[src/hope_defs.svh]
// offsets, field positions, reset values and codes of the hdlc overhead engine
`ifndef HOPE_DEFS_SVH
`define HOPE_DEFS_SVH
`define HOPE_OFS_CTRL    4'h0
`define HOPE_OFS_THR     4'h4
`define HOPE_OFS_STAT    4'h8
`define HOPE_OFS_RXD     4'hc
`define HOPE_C_TXSTART   0
`define HOPE_C_TXREORD   1
`define HOPE_C_TXFCS     2
`define HOPE_C_TXFCSERR  3
`define HOPE_C_TXONES    4
`define HOPE_C_TXINV     5
`define HOPE_C_RXINV     6
`define HOPE_C_RXREORD   7
`define HOPE_C_RXFCS     8
`define HOPE_CTRL_RST    9'h105
`define HOPE_THR_RST     8'h01
`define HOPE_S_OVF       3
`define HOPE_S_INV       4
`define HOPE_FLAG        8'h7e
`define HOPE_ABORT       8'hff
`define HOPE_CRC_POLY    16'h8408
`define HOPE_CRC_INIT    16'hffff
`define HOPE_CRC_GOOD    16'hf0b8
`define HOPE_ONES_MIN    5'h0f
`define HOPE_MIN_BITS    5'h10
`define HOPE_FREE_LVL    9'h0f0
`define HOPE_ENT_ABTEOP  12'h600
`define HOPE_RESP_OK     2'b00
`define HOPE_RESP_ERR    2'b10
`endif

[src/hope_pkg.sv]
// types of the hdlc overhead engine
package hope_pkg;
  typedef enum logic [2:0] {TX_FILL, TX_DATA, TX_FCS_LO, TX_FCS_HI, TX_EFLAG} hope_tx_st_t;
  typedef struct packed {
    logic       fcs_err;
    logic       abort;
    logic       eop;
    logic       sop;
    logic [7:0] data;
  } hope_entry_t;
endpackage : hope_pkg

[src/hope_engine.sv]
// hdlc overhead packet engine: tx framer, rx deframer, rx fifo, axi4-lite regs
// How it works
// - after packet end, idle fill if start unready
// - empty fifo read mid-packet aborts stream
// - fill until two bytes and start enabled
// - tx reorder picks bit 0 or 7 first
// - append inverted crc-16 when fcs enabled
// - error mode appends raw crc; off appends none
// - stuff zero after five ones in packet
// - flag fill sends flags until packet start
// - ones fill: end flag, fifteen ones, start flag
// - back-to-back packets get exactly two flags
// - abort sends ffh then inter-frame fill
// - tx inverted last, rx inverted first
// - rx hunts flag at every bit position
// - rx drops fill and gaps under sixteen bits
// - seven ones abort packet until next flag
// - rx deletes stuffed zeros, packs tagged bytes
// - partial last byte flags invalid and abort
// - rx checks and strips fcs when enabled
// - rx reorder puts first bit at 0 or 7
// - 256-entry rx fifo with empty/full/avail
// - overflow drops or aborts until 16 free
// - empty fifo read returns invalid, no effect
//
// Chosen here: register access over AXI4-Lite and the address map.
`timescale 1ns/1ps
`include "hope_defs.svh"
module hope_engine (
  // clock and reset
  input  wire logic        aclk,
  input  wire logic        aresetn,
  // axi4-lite write
  input  wire logic [3:0]  awaddr,
  input  wire logic        awvalid,
  output wire logic        awready,
  input  wire logic [31:0] wdata,
  input  wire logic [3:0]  wstrb,
  input  wire logic        wvalid,
  output wire logic        wready,
  output wire logic [1:0]  bresp,
  output wire logic        bvalid,
  input  wire logic        bready,
  // axi4-lite read
  input  wire logic [3:0]  araddr,
  input  wire logic        arvalid,
  output wire logic        arready,
  output wire logic [31:0] rdata,
  output wire logic [1:0]  rresp,
  output wire logic        rvalid,
  input  wire logic        rready,
  // transmit fifo, show-ahead
  input  wire logic [7:0]  tx_fifo_byte,
  input  wire logic        tx_fifo_eop,
  input  wire logic [8:0]  tx_fifo_level,
  output wire logic        tx_fifo_rd,
  output wire logic        tx_fill,
  // framer overhead bits
  input  wire logic        tx_bit_en,
  output wire logic        tx_bit,
  input  wire logic        rx_bit_en,
  input  wire logic        rx_bit_in
);

  // register state
  logic [8:0]  ctrl_r;
  logic [7:0]  thr_r;
  logic        ovf_r, inval_r;
  logic        awready_r, wready_r, bvalid_r, arready_r, rvalid_r;
  logic [1:0]  bresp_r, rresp_r;
  logic [31:0] rdata_r;
  // control fields
  wire c_start   = ctrl_r[`HOPE_C_TXSTART];
  wire c_treord  = ctrl_r[`HOPE_C_TXREORD];
  wire c_tfcs    = ctrl_r[`HOPE_C_TXFCS];
  wire c_fcserr  = ctrl_r[`HOPE_C_TXFCSERR];
  wire c_ones    = ctrl_r[`HOPE_C_TXONES];
  wire c_tinv    = ctrl_r[`HOPE_C_TXINV];
  wire c_rinv    = ctrl_r[`HOPE_C_RXINV];
  wire c_rreord  = ctrl_r[`HOPE_C_RXREORD];
  wire c_rfcs    = ctrl_r[`HOPE_C_RXFCS];
  // ---------------- transmit ----------------
  hope_pkg::hope_tx_st_t tst_r, n_st;
  logic [7:0]  sh_r, n_sh;
  logic [3:0]  cnt_r, n_cnt;
  logic        stf_r, n_stf, crc_on_r, n_crc, n_rd;
  logic [2:0]  tones_r;
  logic [15:0] tcrc_r;
  logic [4:0]  fones_r;
  logic        tx_bit_r, tx_rd_r, tx_fill_r;
  logic [7:0]  trev_w, rrev_w, rx_byte_w;
  // per-bit reversal for both reorder paths
  genvar gi;
  generate
    for (gi = 0; gi < 8; gi++) begin : g_rev
      assign trev_w[gi] = tx_fifo_byte[7-gi];
      assign rrev_w[gi] = rx_byte_w[7-gi];
    end
  endgenerate
  // serializer decode
  wire        stuff_w  = (tones_r == 3'h5);
  wire        out_w    = stuff_w ? 1'b0 : sh_r[0];
  wire        last_w   = tx_bit_en && !stuff_w && (cnt_r == 4'h1);
  wire        start_ok = (tx_fifo_level >= 9'h002) && c_start;
  wire [7:0]  tbyte_w  = c_treord ? trev_w : tx_fifo_byte;
  wire        tfb_w    = tcrc_r[0] ^ sh_r[0];
  wire [15:0] tcrc_upd = {1'b0, tcrc_r[15:1]} ^ (tfb_w ? `HOPE_CRC_POLY : 16'h0000);
  wire [15:0] crc_nx_w = crc_on_r ? tcrc_upd : tcrc_r;
  wire [15:0] fcs_w    = c_fcserr ? crc_nx_w : ~crc_nx_w;
  // next item to serialize, chosen as the current one ends
  always_comb begin
    n_sh  = `HOPE_FLAG;
    n_cnt = 4'h8;
    n_stf = 1'b0;
    n_crc = 1'b0;
    n_rd  = 1'b0;
    n_st  = tst_r;
    case (tst_r)
      hope_pkg::TX_FILL: begin
        if (start_ok && (!c_ones || fones_r >= `HOPE_ONES_MIN)) begin
          n_st = hope_pkg::TX_DATA;
        end else if (c_ones) begin
          n_sh  = 8'h01;
          n_cnt = 4'h1;
        end                                                     // else flags
      end
      hope_pkg::TX_DATA: begin
        if (tx_fifo_level == 9'h000) begin
          n_sh = `HOPE_ABORT;
          n_st = hope_pkg::TX_FILL;
        end else begin
          n_sh  = tbyte_w;
          n_stf = 1'b1;
          n_crc = 1'b1;
          n_rd  = 1'b1;
          if (tx_fifo_eop) begin
            n_st = c_tfcs ? hope_pkg::TX_FCS_LO : hope_pkg::TX_EFLAG;
          end
        end
      end
      hope_pkg::TX_FCS_LO: begin
        n_sh  = fcs_w[7:0];
        n_stf = 1'b1;
        n_st  = hope_pkg::TX_FCS_HI;
      end
      hope_pkg::TX_FCS_HI: begin
        n_sh  = fcs_w[15:8];
        n_stf = 1'b1;
        n_st  = hope_pkg::TX_EFLAG;
      end
      hope_pkg::TX_EFLAG: n_st = hope_pkg::TX_FILL;
      default: n_st = hope_pkg::TX_FILL;
    endcase
  end
  // serializer, stuffing and crc on each framer strobe
  always_ff @(posedge aclk) begin
    if (!aresetn) begin
      tst_r     <= hope_pkg::TX_FILL;
      sh_r      <= 8'hff;
      cnt_r     <= 4'h1;
      stf_r     <= 1'b0;
      crc_on_r  <= 1'b0;
      tones_r   <= 3'h0;
      tcrc_r    <= `HOPE_CRC_INIT;
      fones_r   <= 5'h00;
      tx_bit_r  <= 1'b1;
      tx_rd_r   <= 1'b0;
      tx_fill_r <= 1'b1;
    end else begin
      tx_rd_r   <= last_w && n_rd;
      tx_fill_r <= (tst_r == hope_pkg::TX_FILL);
      if (tx_bit_en) begin
        tx_bit_r <= out_w ^ c_tinv;
        tones_r  <= (!stuff_w && stf_r && sh_r[0]) ? tones_r + 3'h1 : 3'h0;
      end
      if (tx_bit_en && !stuff_w) begin
        tcrc_r <= (tst_r == hope_pkg::TX_FILL) ? `HOPE_CRC_INIT : crc_nx_w;
      end
      if (last_w) begin
        tst_r    <= n_st;
        sh_r     <= n_sh;
        cnt_r    <= n_cnt;
        stf_r    <= n_stf;
        crc_on_r <= n_crc;
        if (tst_r != hope_pkg::TX_FILL) fones_r <= 5'h00;
        else if (c_ones && fones_r != `HOPE_ONES_MIN) fones_r <= fones_r + 5'h01;
      end else if (tx_bit_en && !stuff_w) begin
        sh_r  <= {1'b0, sh_r[7:1]};
        cnt_r <= cnt_r - 4'h1;
      end
    end
  end
  // ---------------- receive ----------------
  logic [6:0]  rh_r, dly_r;
  logic [2:0]  rones_r, bc_r;
  logic [3:0]  dn_r;
  logic [7:0]  asm_r;
  logic [4:0]  nbits_r;
  logic [23:0] hs_r;
  logic [1:0]  hn_r;
  logic        rin_r, sop_sent_r;
  logic [15:0] rcrc_r;
  // line decode: inversion, flag, abort, destuff
  wire        rb      = rx_bit_in ^ c_rinv;
  wire        flag_w  = ({rh_r, rb} == `HOPE_FLAG);
  wire        abort_w = rb && (rones_r == 3'h6);
  wire        del_w   = !rb && (rones_r == 3'h5);
  wire        dv_w    = rin_r && !flag_w && !abort_w && !del_w;
  wire        rel_w   = dv_w && (dn_r == 4'h7);
  wire        rel_bit = dly_r[0];
  wire        byte_dn = rel_w && (bc_r == 3'h7);
  wire [7:0]  byte_w  = {rel_bit, asm_r[7:1]};
  wire        rfb_w   = rcrc_r[0] ^ rel_bit;
  wire [15:0] rcrc_nx = {1'b0, rcrc_r[15:1]} ^ (rfb_w ? `HOPE_CRC_POLY : 16'h0000);
  // held bytes hide the fcs and carry the end tag
  wire [1:0]  hdep_w  = c_rfcs ? 2'h3 : 2'h1;
  assign rx_byte_w    = (hn_r == 2'h1) ? hs_r[7:0] :
                        (hn_r == 2'h2) ? hs_r[15:8] : hs_r[23:16];
  wire        end_ok  = rx_bit_en && flag_w && rin_r && (nbits_r == `HOPE_MIN_BITS);
  wire        bad_len = end_ok && (bc_r != 3'h0);
  wire        ps_data = rx_bit_en && byte_dn && (hn_r == hdep_w);
  wire        ps_end  = end_ok && (hn_r == hdep_w);
  wire        ps_abt  = rx_bit_en && rin_r && abort_w && sop_sent_r;
  wire        psh_w   = ps_data || ps_end || ps_abt;
  wire        fcs_bad = ps_end && !bad_len && c_rfcs && (rcrc_r != `HOPE_CRC_GOOD);
  hope_pkg::hope_entry_t pent_w;
  assign pent_w = {fcs_bad, ps_abt || bad_len, !ps_data, !sop_sent_r,
                   c_rreord ? rrev_w : rx_byte_w};
  // deframer: delay line hides the flag bits, bytes packed lsb first
  always_ff @(posedge aclk) begin
    if (!aresetn) begin
      rh_r <= 7'h00;  rones_r <= 3'h0;  rin_r <= 1'b0;
      dly_r <= 7'h00; dn_r <= 4'h0;     asm_r <= 8'h00;
      bc_r <= 3'h0;   nbits_r <= 5'h00; hs_r <= 24'h000000;
      hn_r <= 2'h0;   sop_sent_r <= 1'b0;
      rcrc_r <= `HOPE_CRC_INIT;
    end else if (rx_bit_en) begin
      rh_r    <= {rh_r[5:0], rb};
      rones_r <= !rb ? 3'h0 : (rones_r == 3'h7) ? rones_r : rones_r + 3'h1;
      if (flag_w) begin
        rin_r <= 1'b1;  dn_r <= 4'h0;  bc_r <= 3'h0;  nbits_r <= 5'h00;
        hn_r <= 2'h0;   sop_sent_r <= 1'b0;
        rcrc_r <= `HOPE_CRC_INIT;
      end else if (rin_r && abort_w) begin
        rin_r <= 1'b0;
      end else if (dv_w) begin
        dly_r <= {rb, dly_r[6:1]};
        if (dn_r != 4'h7) dn_r <= dn_r + 4'h1;
        if (rel_w) begin
          asm_r  <= byte_w;
          bc_r   <= bc_r + 3'h1;
          rcrc_r <= rcrc_nx;
          if (nbits_r != `HOPE_MIN_BITS) nbits_r <= nbits_r + 5'h01;
        end
        if (byte_dn) begin
          hs_r <= {hs_r[15:0], byte_w};
          if (hn_r != hdep_w) hn_r <= hn_r + 2'h1;
          if (ps_data) sop_sent_r <= 1'b1;
        end
      end
    end
  end
  // ---------------- receive fifo ----------------
  hope_pkg::hope_entry_t mem_r [0:255];
  logic [7:0] wptr_r, rptr_r;
  logic [8:0] fcnt_r;
  logic       drop_r;
  // fill flags and accept decisions
  wire        full_w  = fcnt_r[8];
  wire        empty_w = (fcnt_r == 9'h000);
  wire        avail_w = (fcnt_r >= {1'b0, thr_r});
  wire        ovf_evt = psh_w && full_w;
  wire        acc_w   = psh_w && !full_w &&
                        (!drop_r || (pent_w.sop && fcnt_r <= `HOPE_FREE_LVL));
  wire        mark_w  = ovf_evt && !pent_w.sop && !drop_r;
  wire [7:0]  wlast_w = wptr_r - 8'h01;
  wire [11:0] mark_e  = mem_r[wlast_w] | `HOPE_ENT_ABTEOP;
  wire [11:0] rd_ent  = mem_r[rptr_r];
  // storage, one write a cycle
  always_ff @(posedge aclk) begin
    if (acc_w) mem_r[wptr_r] <= pent_w;
    else if (mark_w) mem_r[wlast_w] <= mark_e;
  end
  // ---------------- register slave ----------------
  wire       wr_go  = awvalid && wvalid && !awready_r && !bvalid_r;
  wire       rd_go  = arvalid && !arready_r && !rvalid_r;
  wire       wa_ctl = (awaddr == `HOPE_OFS_CTRL);
  wire       wa_thr = (awaddr == `HOPE_OFS_THR);
  wire       wa_st  = (awaddr == `HOPE_OFS_STAT);
  wire       ra_ctl = (araddr == `HOPE_OFS_CTRL);
  wire       ra_thr = (araddr == `HOPE_OFS_THR);
  wire       ra_st  = (araddr == `HOPE_OFS_STAT);
  wire       ra_rxd = (araddr == `HOPE_OFS_RXD);
  wire       pop_w  = rd_go && ra_rxd && !empty_w;
  wire       clr_ov = wr_go && wa_st && wstrb[0] && wdata[`HOPE_S_OVF];
  wire       clr_iv = wr_go && wa_st && wstrb[0] && wdata[`HOPE_S_INV];
  wire [31:0] rd_mux = ra_ctl ? {23'h000000, ctrl_r} :
                       ra_thr ? {24'h000000, thr_r} :
                       ra_st  ? {27'h0000000, inval_r, ovf_r, avail_w, full_w, empty_w} :
                       ra_rxd ? {19'h00000, empty_w, empty_w ? 12'h000 : rd_ent} :
                       32'h00000000;
  // pointers, level and sticky status; a new event beats a clear
  always_ff @(posedge aclk) begin
    if (!aresetn) begin
      wptr_r <= 8'h00; rptr_r <= 8'h00; fcnt_r <= 9'h000; drop_r <= 1'b0;
      ovf_r <= 1'b0;   inval_r <= 1'b0;
    end else begin
      if (acc_w) wptr_r <= wptr_r + 8'h01;
      if (pop_w) rptr_r <= rptr_r + 8'h01;
      fcnt_r  <= fcnt_r + {8'h00, acc_w} - {8'h00, pop_w};
      if (ovf_evt) drop_r <= 1'b1;
      else if (acc_w) drop_r <= 1'b0;
      ovf_r   <= ovf_evt || (ovf_r && !clr_ov);
      inval_r <= bad_len || (inval_r && !clr_iv);
    end
  end
  // axi handshakes and writable registers
  always_ff @(posedge aclk) begin
    if (!aresetn) begin
      awready_r <= 1'b0; wready_r <= 1'b0; bvalid_r <= 1'b0; bresp_r <= `HOPE_RESP_OK;
      arready_r <= 1'b0; rvalid_r <= 1'b0; rresp_r <= `HOPE_RESP_OK;
      rdata_r <= 32'h00000000;
      ctrl_r <= `HOPE_CTRL_RST; thr_r <= `HOPE_THR_RST;
    end else begin
      awready_r <= wr_go;
      wready_r  <= wr_go;
      arready_r <= rd_go;
      if (wr_go) begin
        bvalid_r <= 1'b1;
        bresp_r  <= (wa_ctl || wa_thr || wa_st) ? `HOPE_RESP_OK : `HOPE_RESP_ERR;
      end else if (bready) bvalid_r <= 1'b0;
      if (rd_go) begin
        rvalid_r <= 1'b1;
        rresp_r  <= (ra_ctl || ra_thr || ra_st || ra_rxd) ? `HOPE_RESP_OK : `HOPE_RESP_ERR;
        rdata_r  <= rd_mux;
      end else if (rready) rvalid_r <= 1'b0;
      if (wr_go && wa_ctl && wstrb[0]) ctrl_r[7:0] <= wdata[7:0];
      if (wr_go && wa_ctl && wstrb[1]) ctrl_r[8] <= wdata[8];
      if (wr_go && wa_thr && wstrb[0]) thr_r <= wdata[7:0];
    end
  end
  // outputs
  assign awready    = awready_r;
  assign wready     = wready_r;
  assign bvalid     = bvalid_r;
  assign bresp      = bresp_r;
  assign arready    = arready_r;
  assign rvalid     = rvalid_r;
  assign rresp      = rresp_r;
  assign rdata      = rdata_r;
  assign tx_fifo_rd = tx_rd_r;
  assign tx_fill    = tx_fill_r;
  assign tx_bit     = tx_bit_r;
endmodule : hope_engine

[config.mk]
export PLATFORM = sky130hd
export DESIGN_NAME = hope_engine
export DESIGN_NICKNAME = d
export VERILOG_FILES = /design/src/hope_pkg.sv /design/src/hope_engine.sv
export VERILOG_INCLUDE_DIRS = /design/src
export SDC_FILE = /design/constraint.sdc
export NUM_CORES = 2
export LEC_CHECK = 0
export BUFFER_PORTS_ARGS = -buffer_cell sky130_fd_sc_hd__buf_4
export CORE_MARGIN = 5
export CORE_UTILIZATION = 30
export DETAILED_ROUTE_END_ITERATION = 10
export PLACE_DENSITY = 0.41
export SLEW_MARGIN = 20
export SYNTH_ARGS = -nofsm -noshare
export SYNTH_HDL_FRONTEND = slang
export SYNTH_SLANG_ARGS = --single-unit
[constraint.sdc]
create_clock -name aclk -period 16.25 [get_ports aclk]
set_input_delay 1.625 -clock aclk [delete_from_list [all_inputs] [get_ports aclk]]
set_output_delay 1.625 -clock aclk [all_outputs]
set_load 0.005 [all_outputs]
Word level (Yosys, flattened, before mapping):

Memories as Yosys holds them, arrays and structs flattened. A register that Yosys moved wholly into a read port is not among the register bits.
Index checks and enable logic that the tools add are counted.

* bits in registers: 210
* memory bits (writable): 3072
* input port bits: 72
* output and inout port bits: 44
* logic and storage cells: 301
* memories kept: 1

* add/sub/neg operators: 13
* $lt $le $gt $ge: 4
* equality and inequality tests: 30
* muxes and demuxes: 87
* bitwise logic cells: 9
* reduce and logical (&&, ||, !) cells: 118

Memories
* mem_r: words 256, bits a word 12, read ports 1, clocked after memory_dff 1, write ports 1, RTL line hope_engine.sv:264 `hope_pkg::hope_entry_t mem_r [0:255];`

Operators with widths (count)
* 16-bit 2-to-1 mux: 9
* 8-bit 2-to-1 mux: 10
* 1-bit logical AND: 53
* 13-bit 2-to-1 mux: 4
* 4-bit 2-to-1 mux: 9
* 5-bit 2-to-1 mux: 7
* 3-bit 2-to-1 mux: 11
* 8-bit one-hot mux with 4 select lines: 1
* 15-bit by 16-bit bitwise XOR with 16-bit output: 2
* 2-bit nonzero test: 13
* 5-bit AND reduction: 5
* 12-bit 2-to-1 mux: 2
* 1-bit 2-to-1 mux: 21
* 1-bit zero test: 18
* 9-bit zero test: 2
* 2-bit 2-to-1 mux: 9
* 8-bit by 1-bit adder with 8-bit output (second input constant): 2
* 16-bit != test (second input constant): 1
* 16-bit NOT: 1
* 3-bit equality test (second input constant): 5
* 7-bit 2-to-1 mux: 2
* 4-bit by 3-bit equality test with 1-bit output (second input constant): 3
* 4-bit equality test (second input constant): 3
* 1-bit logical OR: 12
* 39 further kinds: 56

Longest topological paths before layout:

* depth in word-level cells: 21
* mapped depth: 20
* mapped depth without buffers: 19

Worst setup path after synthesis:

Ideal clock, no wire load.

* path type: reg2reg
* from: reg, netlist name sop_sent_r
* to: mem mem_r[0][11] (netlist name), data pin
* arrival: 14.190 ns
* required time: 14.034 ns
* setup slack: -0.156 ns
* stages on the path, launching flop included: 6
* buffers on the path: 1
* period minus slack after synthesis: 16.406 ns
* cells stage by stage: dfxtp_1 -> inv_1 -> or3_1 -> clkbuf_1 -> a21oi_1 -> nor3b_1

RTL lines (RTL line)
* end: declaration: hope_engine.sv:264

Final worst setup path:

* from: in rx_bit_in
* to: mem mem_r[124][2] (netlist name), enable pin

* longest elaborated chain between the ends: 21
* elaborated cells on any way between the ends: 37
* those cells by class: eq/ne: 1; mux: 7; bitwise: 1; reduce/logical: 28

Ends and longest elaborated chain
* start: declaration: RTL line hope_engine.sv:62 `input wire logic rx_bit_in`
* 1-bit bitwise XOR (*): RTL line hope_engine.sv:204 `wire rb = rx_bit_in ^ c_rinv;`
* 8-bit by 7-bit equality test with 1-bit output (no line)
* 1-bit zero test: RTL line hope_engine.sv:208 `wire dv_w = rin_r && !flag_w && !abort_w && !del_w;`
* 1-bit logical AND (3 in series): RTL line hope_engine.sv:208
* 1-bit logical AND: RTL line hope_engine.sv:209 `wire rel_w = dv_w && (dn_r == 4'h7);`
* 1-bit logical AND: RTL line hope_engine.sv:211 `wire byte_dn = rel_w && (bc_r == 3'h7);`
* 1-bit logical AND (2 in series): RTL line hope_engine.sv:221 `wire ps_data = rx_bit_en && byte_dn && (hn_r == hdep_w);`
* 1-bit logical OR: RTL line hope_engine.sv:224 `wire psh_w = ps_data || ps_end || ps_abt;`
* 1-bit logical OR (*): RTL line hope_engine.sv:224
* 1-bit logical AND: RTL line hope_engine.sv:272 `wire ovf_evt = psh_w && full_w;`
* 1-bit logical AND (2 in series): RTL line hope_engine.sv:275 `wire mark_w = ovf_evt && !pent_w.sop && !drop_r;`
* 1-bit 2-to-1 mux: RTL line hope_engine.sv:282 `else if (mark_w) mem_r[wlast_w] <= mark_e;`
* 1-bit 2-to-1 mux: RTL line hope_engine.sv:281 `if (acc_w) mem_r[wptr_r] <= pent_w;`
* 1-bit 2-to-1 mux (not written as such): RTL line hope_engine.sv:282
* 2-bit AND reduction (no line)
* 12-bit OR reduction (no line)
* 8-bit 2-to-1 mux (no line) or 2-bit 2-to-1 mux (tied branches)

Every way passes the cells marked *; elsewhere a longest branch is shown, timed or not.

==> impl_summary.txt <==
----------------------------------------------------
[Status]
  Result of the run ... complete, no violations

[Die]
  Number of core rows ... 241
  Die outline height ... 668 µm
  Number of top-level pins ... 116
  Die Footprint ... 447000 µm²
  Die Span X ... 668 µm
  Starting density of the core ... 30.1%
  Core Footprint ... 431000 µm²

[STA]
  Worst relative slew slack ... 14.9%
  Pins Over Slew Limit ... 0
  Crit share post-route ... 37.0%
  RSZ-0062 raised after global routing ... false
  Max Freq ... 166 MHz
  Worst Tran Pin Value ... 1.27 ns
  Number of failing hold endpoints at the final stage ... 0
  Worst-case clock skew ... 0.0452 ns
  Count of endpoints failing setup in the final report ... 0
  Minimum period implied by the final worst setup slack ... 6.01 ns
  Final-layout setup total negative slack ... 0 ns

[Layout]
  Fraction of layout instances using a drive strength above 1 ... 23.1%
  P&R area growth vs syn ... 15.2%
  Area used by sequential logic in the layout ... 96200 µm²
  Fill cells ... 40610
  Total area of multi-input combinational cells ... 32200 µm²
  Post-Route Utilization ... 34.7%
  Nets@finish ... 7301

[Setup path]
  Reg-to-reg critical path endpoint ... rdata[8]
  R2R setup slack ... 10.35 ns
  Highest fanout seen on the critical path ... 29
  Path depth of the worst reg2reg path ... 9
  Launching element type of the critical path ... primary input
  Type of the worst setup path ... in -> reg
  CP Data Arrival Time ... 6.58 ns
  Worst Path Required ... 16.82 ns
  Worst setup EP type ... register

[Synth]
  Synthesized cell area ... 130000 µm²
  Mean instance size in the synthesized netlist ... 18.7 µm²
  Xor-xnor portion of the synthesized cell area ... 0.309%
  Count of flip-flops with a built-in enable after synthesis ... 3072
  Ys Warns ... 0
  Synthesis-stage register bit count ... 3268
  Adder-cell share of the synthesized area ... 0.449%
  Main combinational cell family by area after synthesis ... multiplexers
  Async SR Flop Fraction ... 0%
  Top flip-flop cell by instance count after synthesis ... sky130_fd_sc_hd__edfxtp_1
  Multiplexer share of the synthesized area ... 14.8%
  Mapped Cells ... 6952
  Simple logic cell fraction of the synthesized area ... 4.71%
  Fraction of the yosys area taken by sequential cells ... 74.0%
  Number of unique standard cell types used by synthesis ... 86
  Fraction of the mapped netlist area in compound gates ... 3.97%

[Clock tree]
  Root Buffer Master ... sky130_fd_sc_hd__clkbuf_16
  Clock latency of the later-clocked register in the worst-skew pair ... 0.96 ns
  Post-CTS clock slew at the launch and capture registers of the worst setup and hold paths ... 0.05 ns
  Buffers from clock root to sink, at most ... 4
  Setup repair bufs after CTS ... 0
  CTS tree ... built
  PostCTS Resize Cnt ... 0
  Total of hold buffers inserted after clock tree synthesis ... 0
  Num Clock Sinks ... 3268
  Number of buffers created by CTS ... 370
  H-tree level count ... 5

[Global routing]
  Number of global-route vias before repair ... 69761
  Total global routing overflow ... 0
  GRT Util Overall ... 18.6%
  Pin count of the biggest net entering global routing ... 198
  Antenna violations before repair ... 49
  Wire length of the first global-routing pass ... 583 mm

[Place]
  Number of input and output port buffers inserted ... 69
  HPWL after detailed placement ... 262 mm
  Placer congestion estimate ... 0.813

[Route]
  Via count ... 68903
  Final antenna-violating net count ... 0
  Drc violations ... 0
  Aggregate routed wire length ... 425 mm
  Routed wire length per instance ... 32.2 µm
  Ratio of routed vias to standard cells ... 5.22
  Drt first pass iters ... 7
  Number of DRC violations after detailed-routing iteration 0 ... 6898

[Power]
  VDD IR-drop max ... 0.0773 mV
  Leakage ... 0.0423 µW
  Ratio of total power to cell area ... 116 nW/µm²

[Worst hold path]
  Min-Delay Path Depth ... 2
  Hold worst-path end ... hs_r[16]
  Hold/Removal Path Class ... reg -> reg
  Start point of the worst hold path ... hs_r[16]

[Run]
  Max-cap check violation count ... 0

----------------------------------------------------
## registers in the layout (all words and copies together) (netlist names), 7 cells and up, named ones only
register	cells
rptr_r	8
dly_r	7
wptr_r	8
mem_r	3072
thr_r	8
sh_r	8
ctrl_r	9
asm_r	7
rh_r	7
hs_r	24
rdata	13
tcrc_r	16
fcnt_r	9
rcrc_r	16
## how the worst max path moves through the flow
stage	from	end
floorplan	sop_sent_r	mem_r[0][11]
global placement	rx_bit_in	mem_r[108][7]
detailed placement	rx_bit_in	mem_r[108][7]
CTS	register	rdata[8]
global route	register	rdata[2]
finish	rx_bit_in	mem_r[124][2]
## per-layer routing
metal / wire, µm / GRT usage (%) / up-vias
met3: 26500 / 2.87 / 509
met2: 200000 / 30.1 / 2215
li1: - / - / 28686
met4: 11300 / 4.55 / 6
met1: 187000 / 26.5 / 37487
met5: 34 / 0 / -
## cell usage after synthesis (all sizes together) (51+ instances only)
cell type     n  share of area (%)
a21oi        96               0.38
a22oi       172               0.99
buf         268                1.1
clkbuf      196               0.57
dfxtp       196                3.0
edfxtp     3072                 71
mux2i       264                2.0
mux4        722                 13
nand2       296               0.85
nand3       100               0.38
nor2        560                1.6
nor2b        76               0.37
nor3        102               0.40
o21ai        86               0.33
o22ai        51               0.26
## layout make-up
| class | instances | area share, % |
|---|---|---|
| repair buffers | 303 | 1.70 |
| well taps | 5710 | 4.77 |
| clock buffers | 473 | 6.63 |
| diodes | 11 | 0.0184 |
| multi-input cells | 3188 | 21.5 |
| clock inverters | 197 | 1.03 |
| inverters | 52 | 0.136 |
| flip-flops and latches | 3268 | 64.2 |
## power by group
part           total [µW]  switching [µW]  internal, µW
registers            9100            21.9          9080
logic                 281             158           124
clock network        8010            3390          4620
## critical path: stages
cell,delay (ns)
sky130_fd_sc_hd__buf_4,0.13
sky130_fd_sc_hd__xnor2_2,0.40
sky130_fd_sc_hd__mux2i_2,0.43
sky130_fd_sc_hd__o211ai_1,0.13
sky130_fd_sc_hd__buf_4,0.27
sky130_fd_sc_hd__o211ai_1,0.72
sky130_fd_sc_hd__mux2i_1,0.84
sky130_fd_sc_hd__nand3_4,0.77
sky130_fd_sc_hd__nor2_1,1.22
## cells by family after synthesis
family | after synthesis
DFF | 3268
and+or+nand+nor | 1346
muxes | 1016
AOI/OAI and AO/OA | 714
buffers and inverters | 516
adders and majority gates | 46
xor gates and xnor gates | 45
other | 1
## layout by cell type, fill, tap and decap left out, types with 40 or more instances in the layout
cell type,instances
sky130_fd_sc_hd__edfxtp_1,3072
sky130_fd_sc_hd__a21boi_0,44
sky130_fd_sc_hd__nor2_2,68
sky130_fd_sc_hd__o21ai_0,60
sky130_fd_sc_hd__buf_4,278
sky130_fd_sc_hd__clkbuf_1,86
sky130_fd_sc_hd__nand3_1,97
sky130_fd_sc_hd__nor2_1,482
sky130_fd_sc_hd__mux4_2,722
sky130_fd_sc_hd__dfxtp_1,188
sky130_fd_sc_hd__nor2b_1,67
sky130_fd_sc_hd__a21oi_1,93
sky130_fd_sc_hd__o22ai_1,44
sky130_fd_sc_hd__ha_1,45
sky130_fd_sc_hd__a22oi_1,172
sky130_fd_sc_hd__nor3_1,100
sky130_fd_sc_hd__nand2_1,291
sky130_fd_sc_hd__mux2i_1,263
sky130_fd_sc_hd__and2_1,40
sky130_fd_sc_hd__inv_1,48
sky130_fd_sc_hd__clkinv_1,88
sky130_fd_sc_hd__clkbuf_16,380
sky130_fd_sc_hd__clkinv_2,66
## through the flow
step                std cells  total power [µW]  area [µm²]  setup slack (ns)  hold slack (ns)
global route            13192             18000      150000             10.04            0.496
finish                  13202             17400      150000             10.24            0.468
floorplan                6972              9470      130000              5.65            0.441
CTS                     13189             17600      150000             10.10            0.472
global placement        12519              9560      138000              9.40            0.455
detailed placement      12519              9560      138000              9.29            0.457
Power figures use the tool's default switching activity.
